==> src/design/prilt_pkg.sv <==
`default_nettype none
package prilt_pkg;

  // Clock
  localparam int CLK_NS = 40;

  // Reset, isolate, loopback and line timing, figures in their own units
  localparam int STRAP_US = 3;
  localparam int DRV_NS = 50;
  localparam int ISO_CLR_US = 100;
  localparam int RST_ISO_US = 500;
  localparam int DEAD_US = 550;
  localparam int BIT_NS = 10;
  localparam int CRS_BITS_X10 = 175;

  // Derived cycle counts: least times round up, longest round down
  localparam int STRAP_CYC = (STRAP_US * 1000) / CLK_NS;
  localparam int DRV_CYC = (DRV_NS + CLK_NS - 1) / CLK_NS;
  localparam int ISO_CLR_CYC = (ISO_CLR_US * 1000) / CLK_NS;
  localparam int RST_ISO_CYC = (RST_ISO_US * 1000) / CLK_NS;
  localparam int LBK_DEAD_CYC = (DEAD_US * 1000) / CLK_NS;
  localparam int CRS_MAX_CYC = (CRS_BITS_X10 * BIT_NS) / (10 * CLK_NS);

  // Register map, byte addresses
  localparam int AXI_AW = 8;
  localparam logic [7:0] CTRL_OFS = 8'h00;
  localparam logic [7:0] LOOP_OFS = 8'h04;
  localparam logic [7:0] STAT_OFS = 8'h08;
  localparam logic [7:0] STRAP_OFS = 8'h0C;

  // Field positions
  localparam int CTRL_ISO_BIT = 10;
  localparam int CTRL_LBK_BIT = 14;
  localparam int CTRL_SRST_BIT = 15;
  localparam int LOOP_XMT_BIT = 0;
  localparam int STAT_ISO_BIT = 0;
  localparam int STAT_LATCH_BIT = 1;
  localparam int STAT_DRIVE_BIT = 2;
  localparam int STAT_DEAD_BIT = 3;
  localparam int STAT_CRS_BIT = 4;
  localparam int STRAP_ISO_BIT = 0;

  // Responses
  localparam logic [1:0] RESP_OKAY = 2'h0;
  localparam logic [1:0] RESP_SLVERR = 2'h2;

  // Line code groups
  localparam logic [4:0] CG_J = 5'h18;
  localparam logic [4:0] CG_K = 5'h11;
  localparam logic [4:0] CG_T = 5'h0D;
  localparam logic [4:0] CG_IDLE = 5'h1F;
  localparam logic [4:0] CG_OFF = 5'h00;

  typedef enum logic [1:0] {SEQ_WAIT, SEQ_DRIVE, SEQ_RUN} prilt_seq_t;
  typedef enum logic [1:0] {RX_IDLE, RX_SSD, RX_DATA} prilt_rx_t;

endpackage
`default_nettype wire

==> src/design/prilt_fifo.sv <==
`default_nettype none
module prilt_fifo #(
  parameter int WIDTH = 4,
  parameter int DEPTH = 4
) (
  // Clock and reset
  input wire logic clk,
  input wire logic rst_b,
  input wire logic flush,
  // Fill side
  input wire logic inValid,
  input wire logic [WIDTH-1:0] inData,
  output logic inReady,
  // Drain side
  output logic outValid,
  output logic [WIDTH-1:0] outData,
  input wire logic outReady
);
  localparam int AW = (DEPTH > 1) ? $clog2(DEPTH) : 1;

  if (DEPTH < 2 || WIDTH < 1) begin : g_chk
    $error("prilt_fifo: DEPTH must be at least 2 and WIDTH at least 1");
  end

  logic [WIDTH-1:0] mem_q [DEPTH];
  logic [AW-1:0] wrPtr_q;
  logic [AW-1:0] rdPtr_q;
  logic [AW:0] count_q;
  logic [AW:0] count_d;
  logic push;
  logic pop;

  function automatic logic [AW-1:0] nextPtr(input logic [AW-1:0] p);
    return (p == AW'(DEPTH - 1)) ? '0 : AW'(p + 1'b1);
  endfunction

  assign push = inValid & inReady;
  assign pop = outValid & outReady;
  assign outData = mem_q[rdPtr_q];

  always_comb begin
    count_d = count_q;
    if (push && !pop) begin
      count_d = (AW + 1)'(count_q + 1'b1);
    end else if (pop && !push) begin
      count_d = (AW + 1)'(count_q - 1'b1);
    end
  end

  always_ff @(posedge clk) begin
    if (push) begin
      mem_q[wrPtr_q] <= inData;
    end
  end

  // Flags are registered so the ready seen by the source has no long path
  always_ff @(posedge clk or negedge rst_b) begin
    if (!rst_b) begin
      wrPtr_q <= '0;
      rdPtr_q <= '0;
      count_q <= '0;
      inReady <= 1'b1;
      outValid <= 1'b0;
    end else if (flush) begin
      wrPtr_q <= '0;
      rdPtr_q <= '0;
      count_q <= '0;
      inReady <= 1'b1;
      outValid <= 1'b0;
    end else begin
      if (push) begin
        wrPtr_q <= nextPtr(wrPtr_q);
      end
      if (pop) begin
        rdPtr_q <= nextPtr(rdPtr_q);
      end
      count_q <= count_d;
      inReady <= (count_d != (AW + 1)'(DEPTH));
      outValid <= (count_d != '0);
    end
  end
endmodule
`default_nettype wire

==> src/design/prilt_top.sv <==
// How it works
// Carrier sense within 17.5 bits of J.
// Hardware reset held at least 140 us.
// Management waits 3 us before preamble.
// Preamble is 32 ones on data line.
// Straps sampled 3 us after reset release.
// Strap pins become outputs 50 ns later.
// No software reset within 500 us.
// Loopback blanks receive up to 550 us.
// Line transmit quiet during loopback by default.
// Loopback transmit enable bit 0 drives line.
// Clearing isolate bit 10 resumes within 100 us.
// Reset leaves isolate within 500 us.
// Post-reset intervals counted on reference clock.
`default_nettype none
module prilt_top
  import prilt_pkg::*;
#(
  parameter int STRAP_W = 4,
  parameter int FIFO_DEPTH = 4,
  parameter int DEAD_CYCLES = LBK_DEAD_CYC
) (
  // Clock and reset
  input wire logic clk,
  input wire logic rst_b,
  // AXI4-Lite write
  input wire logic [AXI_AW-1:0] s_axi_awaddr,
  input wire logic s_axi_awvalid,
  output logic s_axi_awready,
  input wire logic [31:0] s_axi_wdata,
  input wire logic [3:0] s_axi_wstrb,
  input wire logic s_axi_wvalid,
  output logic s_axi_wready,
  output logic [1:0] s_axi_bresp,
  output logic s_axi_bvalid,
  input wire logic s_axi_bready,
  // AXI4-Lite read
  input wire logic [AXI_AW-1:0] s_axi_araddr,
  input wire logic s_axi_arvalid,
  output logic s_axi_arready,
  output logic [31:0] s_axi_rdata,
  output logic [1:0] s_axi_rresp,
  output logic s_axi_rvalid,
  input wire logic s_axi_rready,
  // Dual-purpose configuration pins
  input wire logic [STRAP_W-1:0] cfgPinIn,
  output logic [STRAP_W-1:0] cfgPinOut,
  output logic [STRAP_W-1:0] cfgPinOe_b,
  // MAC transmit
  input wire logic macTxEn,
  input wire logic [3:0] macTxd,
  output logic macTxReady,
  // MAC receive
  output logic macRxDv,
  output logic [3:0] macRxd,
  output logic macCrs,
  // Line pairs, one code group per clock
  input wire logic [4:0] lineRxCode,
  output logic [4:0] lineTxCode,
  output logic lineTxActive,
  input wire logic lineTxReady
);
  localparam int DEAD_W = $clog2(DEAD_CYCLES + 1);
  localparam int SEQ_W = $clog2(STRAP_CYC + 1);
  localparam int SINCE_W = $clog2(RST_ISO_CYC + 1);
  localparam int CRS_LIM = CRS_MAX_CYC;
  localparam int DRV_LIM = DRV_CYC;

  if (STRAP_W < 1 || DEAD_CYCLES < 1 || FIFO_DEPTH < 2) begin : g_chk
    $error("prilt_top: STRAP_W, DEAD_CYCLES or FIFO_DEPTH out of range");
  end

  function automatic logic [4:0] enc4b5b(input logic [3:0] n);
    case (n)
      4'h0: return 5'h1E;
      4'h1: return 5'h09;
      4'h2: return 5'h14;
      4'h3: return 5'h15;
      4'h4: return 5'h0A;
      4'h5: return 5'h0B;
      4'h6: return 5'h0E;
      4'h7: return 5'h0F;
      4'h8: return 5'h12;
      4'h9: return 5'h13;
      4'hA: return 5'h16;
      4'hB: return 5'h17;
      4'hC: return 5'h1A;
      4'hD: return 5'h1B;
      4'hE: return 5'h1C;
      default: return 5'h1D;
    endcase
  endfunction

  // Decoding by search keeps the table written once
  function automatic logic [3:0] dec5b4b(input logic [4:0] c);
    logic [3:0] n;
    n = 4'h0;
    for (int i = 0; i < 16; i++) begin
      if (enc4b5b(4'(i)) == c) begin
        n = 4'(i);
      end
    end
    return n;
  endfunction

  function automatic logic [31:0] mergeWord(input logic [31:0] old,
      input logic [31:0] data, input logic [3:0] strb);
    logic [31:0] m;
    m = {{8{strb[3]}}, {8{strb[2]}}, {8{strb[1]}}, {8{strb[0]}}};
    return (data & m) | (old & ~m);
  endfunction

  logic ctrlIso_q;
  logic lbk_q;
  logic lbkXmt_q;
  logic [STRAP_W-1:0] strap_q;
  prilt_seq_t seqPh_q;
  logic [SEQ_W-1:0] seqCnt_q;
  logic isoActive_q;
  logic [DEAD_W-1:0] deadCnt_q;
  logic lbkPrev_q;
  prilt_rx_t rxSt_q;
  prilt_rx_t rxSt_d;
  logic [SINCE_W-1:0] since_q;
  logic wrTake;
  logic srstNow;
  logic [31:0] ctrlWord;
  logic [31:0] ctrlNew;
  logic [31:0] loopNew;
  logic [31:0] rdWord;
  logic rdOk;
  logic fifoOutValid;
  logic [3:0] fifoOutData;
  logic fifoOutReady;
  logic fifoPop;
  logic deadDone;

  // Register bus: write address and data are taken together
  assign wrTake = s_axi_awready;
  always_comb begin
    ctrlWord = '0;
    ctrlWord[CTRL_ISO_BIT] = ctrlIso_q;
    ctrlWord[CTRL_LBK_BIT] = lbk_q;
    ctrlNew = mergeWord(ctrlWord, s_axi_wdata, s_axi_wstrb);
    loopNew = mergeWord({31'h0, lbkXmt_q}, s_axi_wdata, s_axi_wstrb);
  end
  assign srstNow = wrTake && s_axi_awaddr == CTRL_OFS &&
                   ctrlNew[CTRL_SRST_BIT];

  always_ff @(posedge clk or negedge rst_b) begin
    if (!rst_b) begin
      s_axi_awready <= 1'b0;
      s_axi_wready <= 1'b0;
      s_axi_bvalid <= 1'b0;
      s_axi_bresp <= RESP_OKAY;
    end else begin
      s_axi_awready <= s_axi_awvalid && s_axi_wvalid && !s_axi_awready &&
                       !s_axi_bvalid;
      s_axi_wready <= s_axi_awvalid && s_axi_wvalid && !s_axi_awready &&
                      !s_axi_bvalid;
      if (wrTake) begin
        s_axi_bvalid <= 1'b1;
        s_axi_bresp <= (s_axi_awaddr == CTRL_OFS || s_axi_awaddr == LOOP_OFS ||
                        s_axi_awaddr == STAT_OFS || s_axi_awaddr == STRAP_OFS)
                       ? RESP_OKAY : RESP_SLVERR;
      end else if (s_axi_bready) begin
        s_axi_bvalid <= 1'b0;
      end
    end
  end

  always_comb begin
    rdWord = '0;
    rdOk = 1'b1;
    case (s_axi_araddr)
      CTRL_OFS: begin
        rdWord = ctrlWord;
        rdWord[CTRL_SRST_BIT] = (seqPh_q != SEQ_RUN);
      end
      LOOP_OFS: rdWord[LOOP_XMT_BIT] = lbkXmt_q;
      STAT_OFS: begin
        rdWord[STAT_ISO_BIT] = isoActive_q;
        rdWord[STAT_LATCH_BIT] = (seqPh_q != SEQ_WAIT);
        rdWord[STAT_DRIVE_BIT] = (seqPh_q == SEQ_RUN);
        rdWord[STAT_DEAD_BIT] = lbk_q && !deadDone;
        rdWord[STAT_CRS_BIT] = macCrs;
      end
      STRAP_OFS: rdWord[STRAP_W-1:0] = strap_q;
      default: rdOk = 1'b0;
    endcase
  end

  always_ff @(posedge clk or negedge rst_b) begin
    if (!rst_b) begin
      s_axi_arready <= 1'b0;
      s_axi_rvalid <= 1'b0;
      s_axi_rdata <= '0;
      s_axi_rresp <= RESP_OKAY;
    end else begin
      s_axi_arready <= s_axi_arvalid && !s_axi_arready && !s_axi_rvalid;
      if (s_axi_arready) begin
        s_axi_rvalid <= 1'b1;
        s_axi_rdata <= rdWord;
        s_axi_rresp <= rdOk ? RESP_OKAY : RESP_SLVERR;
      end else if (s_axi_rready) begin
        s_axi_rvalid <= 1'b0;
      end
    end
  end

  // Control bits; a software reset returns them to defaults
  always_ff @(posedge clk or negedge rst_b) begin
    if (!rst_b) begin
      ctrlIso_q <= 1'b0;
      lbk_q <= 1'b0;
      lbkXmt_q <= 1'b0;
    end else if (srstNow) begin
      ctrlIso_q <= 1'b0;
      lbk_q <= 1'b0;
      lbkXmt_q <= 1'b0;
    end else if (seqPh_q == SEQ_WAIT &&
                 seqCnt_q == SEQ_W'(STRAP_CYC - 1)) begin
      ctrlIso_q <= cfgPinIn[STRAP_ISO_BIT];
    end else if (wrTake && s_axi_awaddr == CTRL_OFS) begin
      ctrlIso_q <= ctrlNew[CTRL_ISO_BIT];
      lbk_q <= ctrlNew[CTRL_LBK_BIT];
    end else if (wrTake && s_axi_awaddr == LOOP_OFS) begin
      lbkXmt_q <= loopNew[LOOP_XMT_BIT];
    end
  end

  // Reset sequence counted on the reference clock
  always_ff @(posedge clk or negedge rst_b) begin
    if (!rst_b) begin
      seqPh_q <= SEQ_WAIT;
      seqCnt_q <= '0;
      strap_q <= '0;
      cfgPinOe_b <= '1;
    end else if (srstNow) begin
      seqPh_q <= SEQ_WAIT;
      seqCnt_q <= '0;
      cfgPinOe_b <= '1;
    end else begin
      case (seqPh_q)
        SEQ_WAIT: begin
          seqCnt_q <= SEQ_W'(seqCnt_q + 1'b1);
          if (seqCnt_q == SEQ_W'(STRAP_CYC - 1)) begin
            strap_q <= cfgPinIn;
            seqPh_q <= SEQ_DRIVE;
            seqCnt_q <= '0;
          end
        end
        SEQ_DRIVE: begin
          seqCnt_q <= SEQ_W'(seqCnt_q + 1'b1);
          if (seqCnt_q == SEQ_W'(DRV_CYC - 1)) begin
            cfgPinOe_b <= '0;
            seqPh_q <= SEQ_RUN;
          end
        end
        SEQ_RUN: seqCnt_q <= '0;
        default: seqPh_q <= SEQ_WAIT;
      endcase
    end
  end

  // Once driven, the strap pins show the values they were strapped to
  always_ff @(posedge clk or negedge rst_b) begin
    if (!rst_b) begin
      cfgPinOut <= '0;
    end else begin
      cfgPinOut <= strap_q;
    end
  end

  // Isolation ends as soon as the straps are in unless the isolate strap is set, well inside the limit
  always_ff @(posedge clk or negedge rst_b) begin
    if (!rst_b) begin
      isoActive_q <= 1'b1;
    end else begin
      isoActive_q <= ctrlIso_q || seqPh_q == SEQ_WAIT || srstNow;
    end
  end

  // Descrambler dead-time on each entry to loopback
  assign deadDone = (deadCnt_q == '0);
  always_ff @(posedge clk or negedge rst_b) begin
    if (!rst_b) begin
      lbkPrev_q <= 1'b0;
      deadCnt_q <= '0;
    end else begin
      lbkPrev_q <= lbk_q;
      if (lbk_q && !lbkPrev_q) begin
        deadCnt_q <= DEAD_W'(DEAD_CYCLES);
      end else if (!deadDone) begin
        deadCnt_q <= DEAD_W'(deadCnt_q - 1'b1);
      end
    end
  end

  // Transmit path; the line side may stall and fill the FIFO
  assign fifoOutReady = lbk_q || lineTxReady;
  assign fifoPop = fifoOutValid && fifoOutReady;

  prilt_fifo #(
    .WIDTH(4),
    .DEPTH(FIFO_DEPTH)
  ) u_fifo (
    .clk(clk),
    .rst_b(rst_b),
    .flush(srstNow),
    .inValid(macTxEn && !isoActive_q),
    .inData(macTxd),
    .inReady(macTxReady),
    .outValid(fifoOutValid),
    .outData(fifoOutData),
    .outReady(fifoOutReady)
  );

  // Framing code groups on the line are left to the stage beyond
  always_ff @(posedge clk or negedge rst_b) begin
    if (!rst_b) begin
      lineTxActive <= 1'b0;
      lineTxCode <= CG_OFF;
    end else if (isoActive_q || (lbk_q && !lbkXmt_q)) begin
      lineTxActive <= 1'b0;
      lineTxCode <= CG_OFF;
    end else begin
      lineTxActive <= 1'b1;
      lineTxCode <= fifoPop ? enc4b5b(fifoOutData) : CG_IDLE;
    end
  end

  // Receive framing from the line
  always_comb begin
    rxSt_d = rxSt_q;
    case (rxSt_q)
      RX_IDLE: if (lineRxCode == CG_J) rxSt_d = RX_SSD;
      RX_SSD: rxSt_d = (lineRxCode == CG_K) ? RX_DATA : RX_IDLE;
      RX_DATA: begin
        if (lineRxCode == CG_T || lineRxCode == CG_IDLE) begin
          rxSt_d = RX_IDLE;
        end
      end
      default: rxSt_d = RX_IDLE;
    endcase
  end

  always_ff @(posedge clk or negedge rst_b) begin
    if (!rst_b) begin
      rxSt_q <= RX_IDLE;
    end else begin
      rxSt_q <= rxSt_d;
    end
  end

  // Carrier sense follows the J one clock later
  always_ff @(posedge clk or negedge rst_b) begin
    if (!rst_b) begin
      macRxDv <= 1'b0;
      macRxd <= 4'h0;
      macCrs <= 1'b0;
    end else if (isoActive_q) begin
      macRxDv <= 1'b0;
      macRxd <= 4'h0;
      macCrs <= 1'b0;
    end else if (lbk_q) begin
      macRxDv <= fifoPop && deadDone;
      macRxd <= (fifoPop && deadDone) ? fifoOutData : 4'h0;
      macCrs <= fifoPop && deadDone;
    end else begin
      macRxDv <= rxSt_q == RX_DATA && rxSt_d == RX_DATA;
      macRxd <= (rxSt_q == RX_DATA) ? dec5b4b(lineRxCode) : 4'h0;
      macCrs <= rxSt_d != RX_IDLE;
    end
  end

  // Cycles since the last reset release, for checking only
  always_ff @(posedge clk or negedge rst_b) begin
    if (!rst_b) begin
      since_q <= '0;
    end else if (srstNow) begin
      since_q <= '0;
    end else if (since_q != SINCE_W'(RST_ISO_CYC)) begin
      since_q <= SINCE_W'(since_q + 1'b1);
    end
  end

  crs_latency_a: assert property (
    @(posedge clk) disable iff (!rst_b)
    (rxSt_q == RX_IDLE && lineRxCode == CG_J && !isoActive_q && !lbk_q &&
     !srstNow) |-> ##[1:CRS_LIM] macCrs)
    else $error("carrier sense late after J");

  strap_latch_a: assert property (
    @(posedge clk) disable iff (!rst_b)
    (seqPh_q == SEQ_WAIT && !srstNow) ##1 (seqPh_q == SEQ_DRIVE)
    |-> since_q == SINCE_W'(STRAP_CYC))
    else $error("straps not latched at the set time");

  pin_drive_a: assert property (
    @(posedge clk) disable iff (!rst_b || srstNow)
    $rose(seqPh_q == SEQ_DRIVE) |-> (cfgPinOe_b == '1) ##DRV_LIM
    (cfgPinOe_b == '0))
    else $error("strap pins not driven on time");

  dead_time_a: assert property (
    @(posedge clk) disable iff (!rst_b)
    (lbk_q && !deadDone) |=> !macRxDv)
    else $error("receive data during loopback dead-time");

  line_quiet_a: assert property (
    @(posedge clk) disable iff (!rst_b)
    (lbk_q && !lbkXmt_q) |=> (!lineTxActive && lineTxCode == CG_OFF))
    else $error("line driven during loopback");

  xmt_enable_a: assert property (
    @(posedge clk) disable iff (!rst_b)
    (lbk_q && lbkXmt_q && !isoActive_q) |=> lineTxActive)
    else $error("loopback transmit enable ignored");

  iso_exit_a: assert property (
    @(posedge clk) disable iff (!rst_b)
    ($fell(ctrlIso_q) && seqPh_q == SEQ_RUN && !srstNow) |=> !isoActive_q
    ##1 !isoActive_q)
    else $error("isolate not left after clear");

  rst_iso_a: assert property (
    @(posedge clk) disable iff (!rst_b)
    (since_q == SINCE_W'(RST_ISO_CYC) && !ctrlIso_q && !srstNow)
    |=> !isoActive_q)
    else $error("still isolated long after reset");

  seq_count_a: assert property (
    @(posedge clk) disable iff (!rst_b)
    (seqPh_q == SEQ_DRIVE) |-> since_q == SINCE_W'(STRAP_CYC + seqCnt_q))
    else $error("sequence counter out of step");
endmodule
`default_nettype wire

==> config.mk <==
export PLATFORM = sky130hd
export DESIGN_NAME = prilt_top
export DESIGN_NICKNAME = d
export VERILOG_FILES = /design/src/design/prilt_pkg.sv /design/src/design/prilt_fifo.sv /design/src/design/prilt_top.sv
export SDC_FILE = /design/constraint.sdc
export NUM_CORES = 1
export LEC_CHECK = 0
export BUFFER_PORTS_ARGS = -buffer_cell sky130_fd_sc_hd__buf_2
export CAP_MARGIN = 20
export CORE_MARGIN = 1.5
export CORE_UTILIZATION = 45
export DETAILED_ROUTE_END_ITERATION = 8
export HOLD_SLACK_MARGIN = 0.06
export PLACE_DENSITY = 0.71
export SLEW_MARGIN = 5
export SYNTH_ARGS = -nofsm -noshare
export SYNTH_HDL_FRONTEND = slang
export SYNTH_SLANG_ARGS = --single-unit
==> constraint.sdc <==
create_clock -name clk -period 4.53 [get_ports clk]
set_clock_uncertainty 0.05 [all_clocks]
set_input_delay 0.906 -clock clk [delete_from_list [all_inputs] [get_ports clk]]
set_output_delay 0.906 -clock clk [all_outputs]
set_load 0.05 [all_outputs]
== Yosys cells after proc, flatten, opt, wreduce, memory -nomap -nowiden ==
Memory sizes are Yosys's and may differ from the RTL's.
Cells that the tools add are included.
Word-level totals
  bits in read-only memories: 80
  register bits after elaboration: 103
  output and inout port bits: 62
  memories: 2
  memory bits (writable): 16
  logic and storage cells: 254
Cells by class
  add/subtract/negate cells: 6
  bitwise logic cells: 9
  eq/ne operators: 42
  mux-type cells: 106
  reductions and logical operators: 60
Memories
  (name not given): words 16, width 5, read ports 1, clocked after memory_dff 0, wr ports 0, line prilt_top.sv:74  | case (n)
  u_fifo.mem_q: words 4, width 4, read ports 1, clocked after memory_dff 0, wr ports 1, line prilt_fifo.sv:25  | logic [WIDTH-1:0] mem_q [DEPTH];
Operator list (count)
  $mux 5: 32
  $mux 4: 21
  $eq 5x5->1: 15
  $eq 8x4->1 const B: 4
  $mux 14: 2
  $mux 2: 14
  $mux 1: 26
  $pmux 7 s3: 1
  $reduce_bool 2->1: 10
  $logic_and 1x1->1: 18
  $and 15x16->16: 1
  $and 16x16->16: 1
  $eq 8x3->1 const B: 2
  $logic_not 8->1: 2
  $not 16->16: 1
  $or 16x16->16: 1
  $eq 5x5->1 const B: 3
  $logic_not 14->1: 1
  $mux 7: 2
  $sub 14x1->14 const B: 1
  $pmux 2 s3: 2
  $mux 11: 1
  $eq 2x2->1 const B: 5
  $logic_not 1->1: 10
  other kinds (24): 47

== Logic depth before layout (Yosys ltp) ==
Gate-level depths: netlist of run 1.
  depth in word-level cells: 21
  mapped depth: 8
  depth with buffers taken out: 7

== Modules after synthesis ==
Synthesis of run 1 repeated with hierarchy kept, for this count alone.
Unflattened totals
  cell total of the unflattened synthesis: 436
  area, all modules: 4624.4 µm²
Modules (own cells, without submodules)
  prilt_top: instances 1, cells an instance 354, area each 3455.8 µm², seq. area each 1629.1 µm²
  prilt_fifo: instances 1, cells an instance 82, area each 1168.6 µm², seq. area each 706.9 µm²

== Worst setup path after synthesis of run 1 ==
No wires, ideal clock.
  path type: input -> register
  start: input port s_axi_awaddr[1]
  end: register seqCnt_q[2]
  buffers on the path: 1
  stages: 6
  path slack: 2.021 ns
  data arrival time: 2.334 ns
  cell sequence: or4_1 or3_1 buf_6 nand3_4 nor2_1 mux2_2
Between the ends
  word-level cells in the longest chain between the ends: 4
Ends and longest elaborated chain
  start: declaration: line prilt_top.sv:27  | input wire logic [AXI_AW-1:0] s_axi_awaddr,
  $logic_not 8->1 *: line prilt_top.sv:147  | assign srstNow = wrTake && s_axi_awaddr == CTRL_OFS &&
  $logic_and 1x1->1 * (2 in series): line prilt_top.sv:147
  $reduce_bool 4->1 (no source line) or $mux 7 (tied branches)
  end signal: assignment: line prilt_top.sv:246  | seqCnt_q <= SEQ_W'(seqCnt_q + 1'b1);
  end signal: assignment: line prilt_top.sv:254  | seqCnt_q <= SEQ_W'(seqCnt_q + 1'b1);
  end: declaration: line prilt_top.sv:118  | logic [SEQ_W-1:0] seqCnt_q;
Mark *: on every way between the ends. The rest lies on a longest branch, timed or not.
A chain may end at the register's enable or synchronous reset.

== Final worst setup path of run 1 ==
  start: register lbk_q
  end: register u_fifo.inReady
Between the ends
  word-level cells in the longest chain between the ends: 7
Ends and longest elaborated chain
  start: declaration: line prilt_top.sv:114  | logic lbk_q;
  start signal: assignment: line prilt_top.sv:226  | lbk_q <= ctrlNew[CTRL_LBK_BIT];
  $logic_or 1x1->1 *: line prilt_top.sv:301  | assign fifoOutReady = lbk_q || lineTxReady;
  $and 1x1->1 *: line prilt_fifo.sv:38  | assign pop = outValid & outReady;
  $logic_and 1x1->1 or $logic_not 1->1 (tied branches): line prilt_fifo.sv:45, prilt_fifo.sv:43
  $mux 3 or $logic_and 1x1->1 (tied branches): line prilt_fifo.sv:45, prilt_fifo.sv:43
  $mux 3 *: line prilt_fifo.sv:43  | if (push && !pop) begin
  $ne 3x3->1 *: line prilt_fifo.sv:78  | inReady <= (count_d != (AW + 1)'(DEPTH));
  $mux 1 *: line prilt_fifo.sv:64  | end else if (flush) begin
  end signal: assignment: line prilt_fifo.sv:78
  end: declaration: line prilt_fifo.sv:13  | output logic inReady,
Marked as above.

==> results of run 1 <==
-- critical path: cells and delay by family, from the launching register on --
kind / cells / cell delay (ns)
and+or+nand+nor: 2 / 0.77
AOI/OAI and AO/OA: 2 / 1.36
DFF: 1 / 0.63
-- Yosys cell counts (3+ instances only) --
library cell	n	share of area
a21o_1	5	0.0083
a21oi_1	21	0.023
and2_1	6	0.0083
and3_1	3	0.0042
buf_2	3	0.0033
buf_4	30	0.050
clkbuf_1	9	0.0075
dfrtp_1	71	0.39
dfstp_2	3	0.017
edfxtp_1	16	0.11
ha_1	15	0.042
inv_1	29	0.024
mux2_2	5	0.012
mux2i_1	4	0.0089
mux4_2	4	0.020
nand2_1	27	0.022
nand3_1	20	0.022
nand3b_1	6	0.010
nand4_1	4	0.0055
nor2_1	47	0.039
nor2b_1	5	0.0069
nor3_1	8	0.0089
nor4_1	5	0.0069
nor4b_1	4	0.0078
o21a_1	3	0.0050
o21ai_0	12	0.013
o22ai_1	6	0.0083
o31a_1	3	0.0058
o31ai_1	4	0.0067
or2_2	3	0.0042
or3_1	5	0.0069
or4_1	4	0.0067
xnor2_1	4	0.0078
xor2_1	9	0.017
-- power groups by stage --
stage	Combinational (mW)	Sequential [mW]	Clock (mW)
5_1_grt	1.31	1.24	0.652
3_3_place_gp	1.12	1.21	0
4_1_cts	1.18	1.20	0.625
2_1_floorplan	0.818	1.32	0
3_5_place_dp	1.16	1.22	0
6_report	1.17	1.21	0.613
-- stage by stage --
step	power (mW)	cell area [um^2]	hold slack, ns
after floorplan	2.14	4610	0.320
after global placement	2.33	4890	0.342
after detailed placement	2.38	4890	0.344
after CTS	3.00	5120	0.364
after global routing	3.20	5120	0.376
final	2.99	5120	0.356
-- area by class of cell --
cell class / instances / area (um^2)
clock inverters: 7 / 100
repair buffers: 80 / 405
flip-flops and latches: 90 / 2340
fillers: 889 / 4660
well taps: 133 / 166
inverters: 29 / 109
clock buffers: 9 / 124
multi-input cells: 297 / 1880
-- routing by layer --
layer  track usage  up-vias  wire length (um)
li1              -     1608                 -
met1         0.237     1603              4150
met2         0.286      101              4280
met3        0.0359       22               382
met4        0.0748        0               185
met5             0        -                 0
-- logic make-up (layout without fill, tap and decap cells) --
group / after synthesis / count (layout) / synth area share
DFF: 90 / 90 / 0.517
xor gates and xnor gates: 13 / 13 / 0.0252
and+or+nand+nor: 159 / 159 / 0.185
adders and majority gates: 15 / 15 / 0.0416
other: 1 / 26 / 0.000831
buffers and inverters: 72 / 125 / 0.0873
muxes: 13 / 13 / 0.0413
AOI/OAI and AO/OA: 71 / 71 / 0.101
-- how the worst max path moves through the flow --
stage                endpoint       startpoint
2_1_floorplan     seqCnt_q[2]  s_axi_awaddr[1]
3_3_place_gp   u_fifo.inReady      lineTxReady
3_5_place_dp   u_fifo.inReady      lineTxReady
4_1_cts        u_fifo.inReady            lbk_q
5_1_grt        u_fifo.inReady            lbk_q
6_report       u_fifo.inReady            lbk_q
-- registers in the layout (all words and copies together), names as in the netlist, 2 cells and up --
name / flops
u_fifo.count_q: 3
s_axi_rdata: 8
rxSt_q: 2
strap_q: 4
cfgPinOut: 4
deadCnt_q: 14
u_fifo.wrPtr_q: 2
u_fifo.mem_q: 16
seqPh_q: 2
u_fifo.rdPtr_q: 2
macRxd: 4
lineTxCode: 5
seqCnt_q: 7
==> flow_summary.json, run 1 <==
{
  "status": "finished, final reports clean",
  "hp-class": "flop to flop",
  "cp_slowest_cell": "o21ai_1",
  "wire_per_inst_um": 14.0,
  "p_comb_frac": 0.392,
  "design.final.nets": 596,
  "r2r-end": "u_fifo.inReady",
  "finalHoldViolations": 0,
  "power_leakage_nw": 2.37,
  "r2r_start": "lbk_q",
  "gp_routability_congestion": 0.884,
  "setup_viol": 0,
  "cts.hold.buffers_added": 0,
  "ys_types": 59,
  "synth_edf_count": 16,
  "required_ns": 4.77,
  "whs_path_depth": 0,
  "ys_ff_latch": 90,
  "dpl_worst_slack_ns": 1.46,
  "clk_latency_ns": 0.36,
  "yosysSeqAreaShare": 0.517,
  "clockBufferDepth": 2,
  "routed_wirelength_um": 9000,
  "critPathCaptureType": "flop",
  "reg2reg_depth": 4,
  "io_buffer_count": 79,
  "dr.pass1.iters": 6,
  "diodes": 0,
  "root_buffer": "clkbuf_8",
  "cts_tree": "done",
  "path_clk_slew_ns": 0.09,
  "critical_path.cell_chain": "o21ai_1 > nand2_1 > o311ai_0 > or3b_2",
  "synth.avg_cell_area_um2": 10.4,
  "coreArea_um2": 9770,
  "startpoint_type": "flop",
  "netlist_instances": 434,
  "grt_pass1_wl_um": 14600,
  "dp_hpwl_um": 6450,
  "max_freq_mhz": 348,
  "crit_type": "flop to flop",
  "cts_sinks": 90,
  "postCtsSetupBuffers": 0,
  "drive_gt1_frac": 0.229,
  "rows": 36,
  "utilization": 0.524,
  "die-height_um": 103,
  "syn_area_um2": 4510,
  "power.share.switching": 0.412,
  "grt_overflow": 0,
  "grt_max_degree": 75,
  "power_density_nw_per_um2": 585,
  "whs_endpoint": "cfgPinOut[2]",
  "drc": 0,
  "grt_usage": 0.178,
  "final_common_cell": "buf_2",
  "instances_no_fill": 645,
  "initial_core_util": 0.462,
  "htreeDepth": 3,
  "design.die.area_um2": 10600,
  "peakVddDrop_uv": 332,
  "grt_setup_unrepaired": "no",
  "grt_pass1_vias": 3144,
  "synth_ff_type": "dfrtp_1",
  "relSlewSlack": 0.387,
  "area_delta_synth_final_pct": 13.4,
  "cp.arrival_ns": 3.11,
  "p_int_mw": 1.76,
  "ff2ff_setup_slack_ns": 1.65,
  "dr_total_vias": 3334,
  "period_share": 0.635,
  "synthArstFlopShare": 0.822,
  "critical_path_peak_fanout": 18,
  "period_minus_slack_ns": 2.88,
  "clkPwrFrac": 0.205,
  "antenna_found_initial": 0,
  "yosysWarnings": 0,
  "drt_iter0_drc": 181,
  "pin_count": 136,
  "finalSetupTns_ns": 0,
  "ant_nets": 0,
  "cts_resized": 0,
  "holdCritStartpoint": "strap_q[2]",
  "p_seq_frac": 0.403,
  "tightest_slew_ns": 0.919,
  "drv_slew": 0,
  "setup_slack_ns": 1.65,
  "cts_buffers": 9,
  "layout_common_cells": "78 x buf_2, 71 x dfrtp_1, 47 x nor2_1, 29 x inv_1, 27 x nand2_1",
  "via_per_inst": 5.17,
  "max_stage_delay_ns": 0.74,
  "max_cap_violations": 0,
  "power.switching_mw": 1.23,
  "die_w_um": 103,
  "dp_cells": 629
}
(Power assumes the default switching activity.)
==> inputs of run 2 (changes only) <==
Clock period 4.53 ns to 2.9 ns, I/O delays scaled along.
==> flow_summary.json, run 2 (synthesized netlist as in run 1, its figures left out) <==
{
  "drt_iter0_drc": 174,
  "clkPwrFrac": 0.184,
  "final_common_cell": "buf_2",
  "power.share.switching": 0.425,
  "max_cap_violations": 0,
  "placed_area_um2": 4910,
  "endpoint": "macRxd[0]",
  "grt_max_degree": 75,
  "routed_wirelength_um": 8870,
  "dp_cells": 631,
  "gp_routability_congestion": 0.883,
  "finalSetupTns_ns": 0,
  "total_power_mw": 4.54,
  "coreArea_um2": 9770,
  "post-route-cell-area_um2": 5100,
  "top_regs": "u_fifo.mem_q (16), deadCnt_q (14), s_axi_rdata (8)",
  "drc": 0,
  "multi_input_area_um2": 1880,
  "num-fill-cells": 911,
  "drv_slew": 0,
  "max_freq_mhz": 449,
  "r2r_start": "deadCnt_q[4]",
  "die_w_um": 103,
  "fin_hold_ws_ns": 0.299,
  "grt_setup_unrepaired": "no",
  "cts_sinks": 90,
  "critPathCaptureType": "flop",
  "clk_latency_ns": 0.36,
  "critical_path.startpoint": "deadCnt_q[4]",
  "htreeDepth": 3,
  "grt_pass1_wl_um": 15000,
  "postCtsSetupBuffers": 0,
  "wire_per_inst_um": 13.7,
  "reg2reg_depth": 5,
  "layout_common_cells": "78 x buf_2, 71 x dfrtp_1, 47 x nor2_1, 29 x inv_1, 27 x nand2_1",
  "dp_hpwl_um": 6580,
  "startpoint_type": "flop",
  "cts_resized": 0,
  "largest_reg_flops": 16,
  "root_buffer": "clkbuf_8",
  "power.switching_mw": 1.93,
  "period_minus_slack_ns": 2.23,
  "cts_buffers": 9,
  "finalHoldViolations": 0,
  "rows": 36,
  "dr.pass1.iters": 4,
  "initial_core_util": 0.462,
  "io_buffer_count": 79,
  "required_ns": 3.11,
  "p_seq_frac": 0.413,
  "relSlewSlack": 0.379,
  "via_per_inst": 5.13,
  "status": "finished, final reports clean",
  "p_int_mw": 2.61,
  "design.die.area_um2": 10600,
  "path_clk_slew_ns": 0.10,
  "ant_nets": 0,
  "die-height_um": 103,
  "p_comb_frac": 0.402,
  "diodes": 0,
  "cts_tree": "done",
  "antenna_found_initial": 0,
  "power_leakage_nw": 2.37,
  "period_share": 0.768,
  "seq_area_um2": 2340,
  "cp.arrival_ns": 2.44,
  "peakVddDrop_uv": 470,
  "tightest_slew_ns": 0.932,
  "pin_count": 136,
  "cts.hold.buffers_added": 0,
  "instances_no_fill": 647,
  "area_delta_synth_final_pct": 13.0,
  "r2r-end": "macRxd[0]",
  "top_register": "u_fifo.mem_q",
  "drive_gt1_frac": 0.233,
  "grt_overflow": 0,
  "dr_total_vias": 3321,
  "power_density_nw_per_um2": 890,
  "critical_path_peak_fanout": 9,
  "clockBufferDepth": 2,
  "grt_pass1_vias": 3211,
  "ff2ff_setup_slack_ns": 0.67,
  "design.final.nets": 598,
  "crit_type": "flop to flop",
  "grt_usage": 0.181,
  "setup_viol": 0,
  "hp-class": "input pin to asynchronous set/reset pin"
}
-- run 2: changes by cell type in the layout (fill, tap and decap cells not counted), sizes merged --
cell,change
clkbuf,+1
bufinv,-2
buf,+2
clkinv,-1
clkinvlp,-1
inv,+3
-- run 2: worst min-delay path by stage --
| stage | startpoint | endpoint | slack (ns) | depth (start not counted) |
|---|---|---|---|---|
| 3_3_place_gp | strap_q[1] | cfgPinOut[1] | 0.34 | 0 |
| 6_report | rst_b | s_axi_rdata[1] | 0.30 | 1 |
| 5_1_grt | rst_b | cfgPinOut[2] | 0.36 | 1 |
| 3_5_place_dp | strap_q[2] | cfgPinOut[2] | 0.34 | 0 |
| 4_1_cts | rst_b | s_axi_rdata[1] | 0.33 | 1 |
| 2_1_floorplan | rst_b | cfgPinOut[0] | 0.23 | 0 |
-- run 2: area by class of cell --
class | count | area share
repair buffers | 82 | 0.0824
flip-flops and latches | 90 | 0.458
well taps | 133 | 0.0326
multi-input cells | 297 | 0.368
clock buffers | 10 | 0.0270
inverters | 29 | 0.0213
clock inverters | 6 | 0.0103
-- run 2: critical path, stage by stage (launching register included) --
cell and delay [ns]:
dfrtp_1 0.42, nor4_1 0.59, and4_1 0.53, nand2_1 0.09, a21o_1 0.27, a21oi_1 0.19
-- run 2: per-stage QoR --
step                utilization  setup WS (ns)
finish                    0.522          0.672
global route              0.522          0.440
CTS                       0.522          0.670
floorplan                     -          0.641
global placement          0.502          0.453
detailed placement        0.502          0.429
-- run 2: power groups by stage --
stage	Clock, mW	Combinational (mW)	Sequential [mW]
global route	0.920	2.03	1.93
CTS	0.859	1.83	1.88
detailed placement	0	1.83	1.90
floorplan	0	1.28	2.07
finish	0.836	1.83	1.88
global placement	0	1.75	1.88
-- run 2: per-layer routing --
metal / global-route usage / vias up / wire [um]
met5: 0 / - / 0
met4: 0.0405 / 0 / 86
met3: 0.0414 / 9 / 368
met2: 0.301 / 84 / 4260
met1: 0.244 / 1608 / 4160
li1: - / 1620 / -
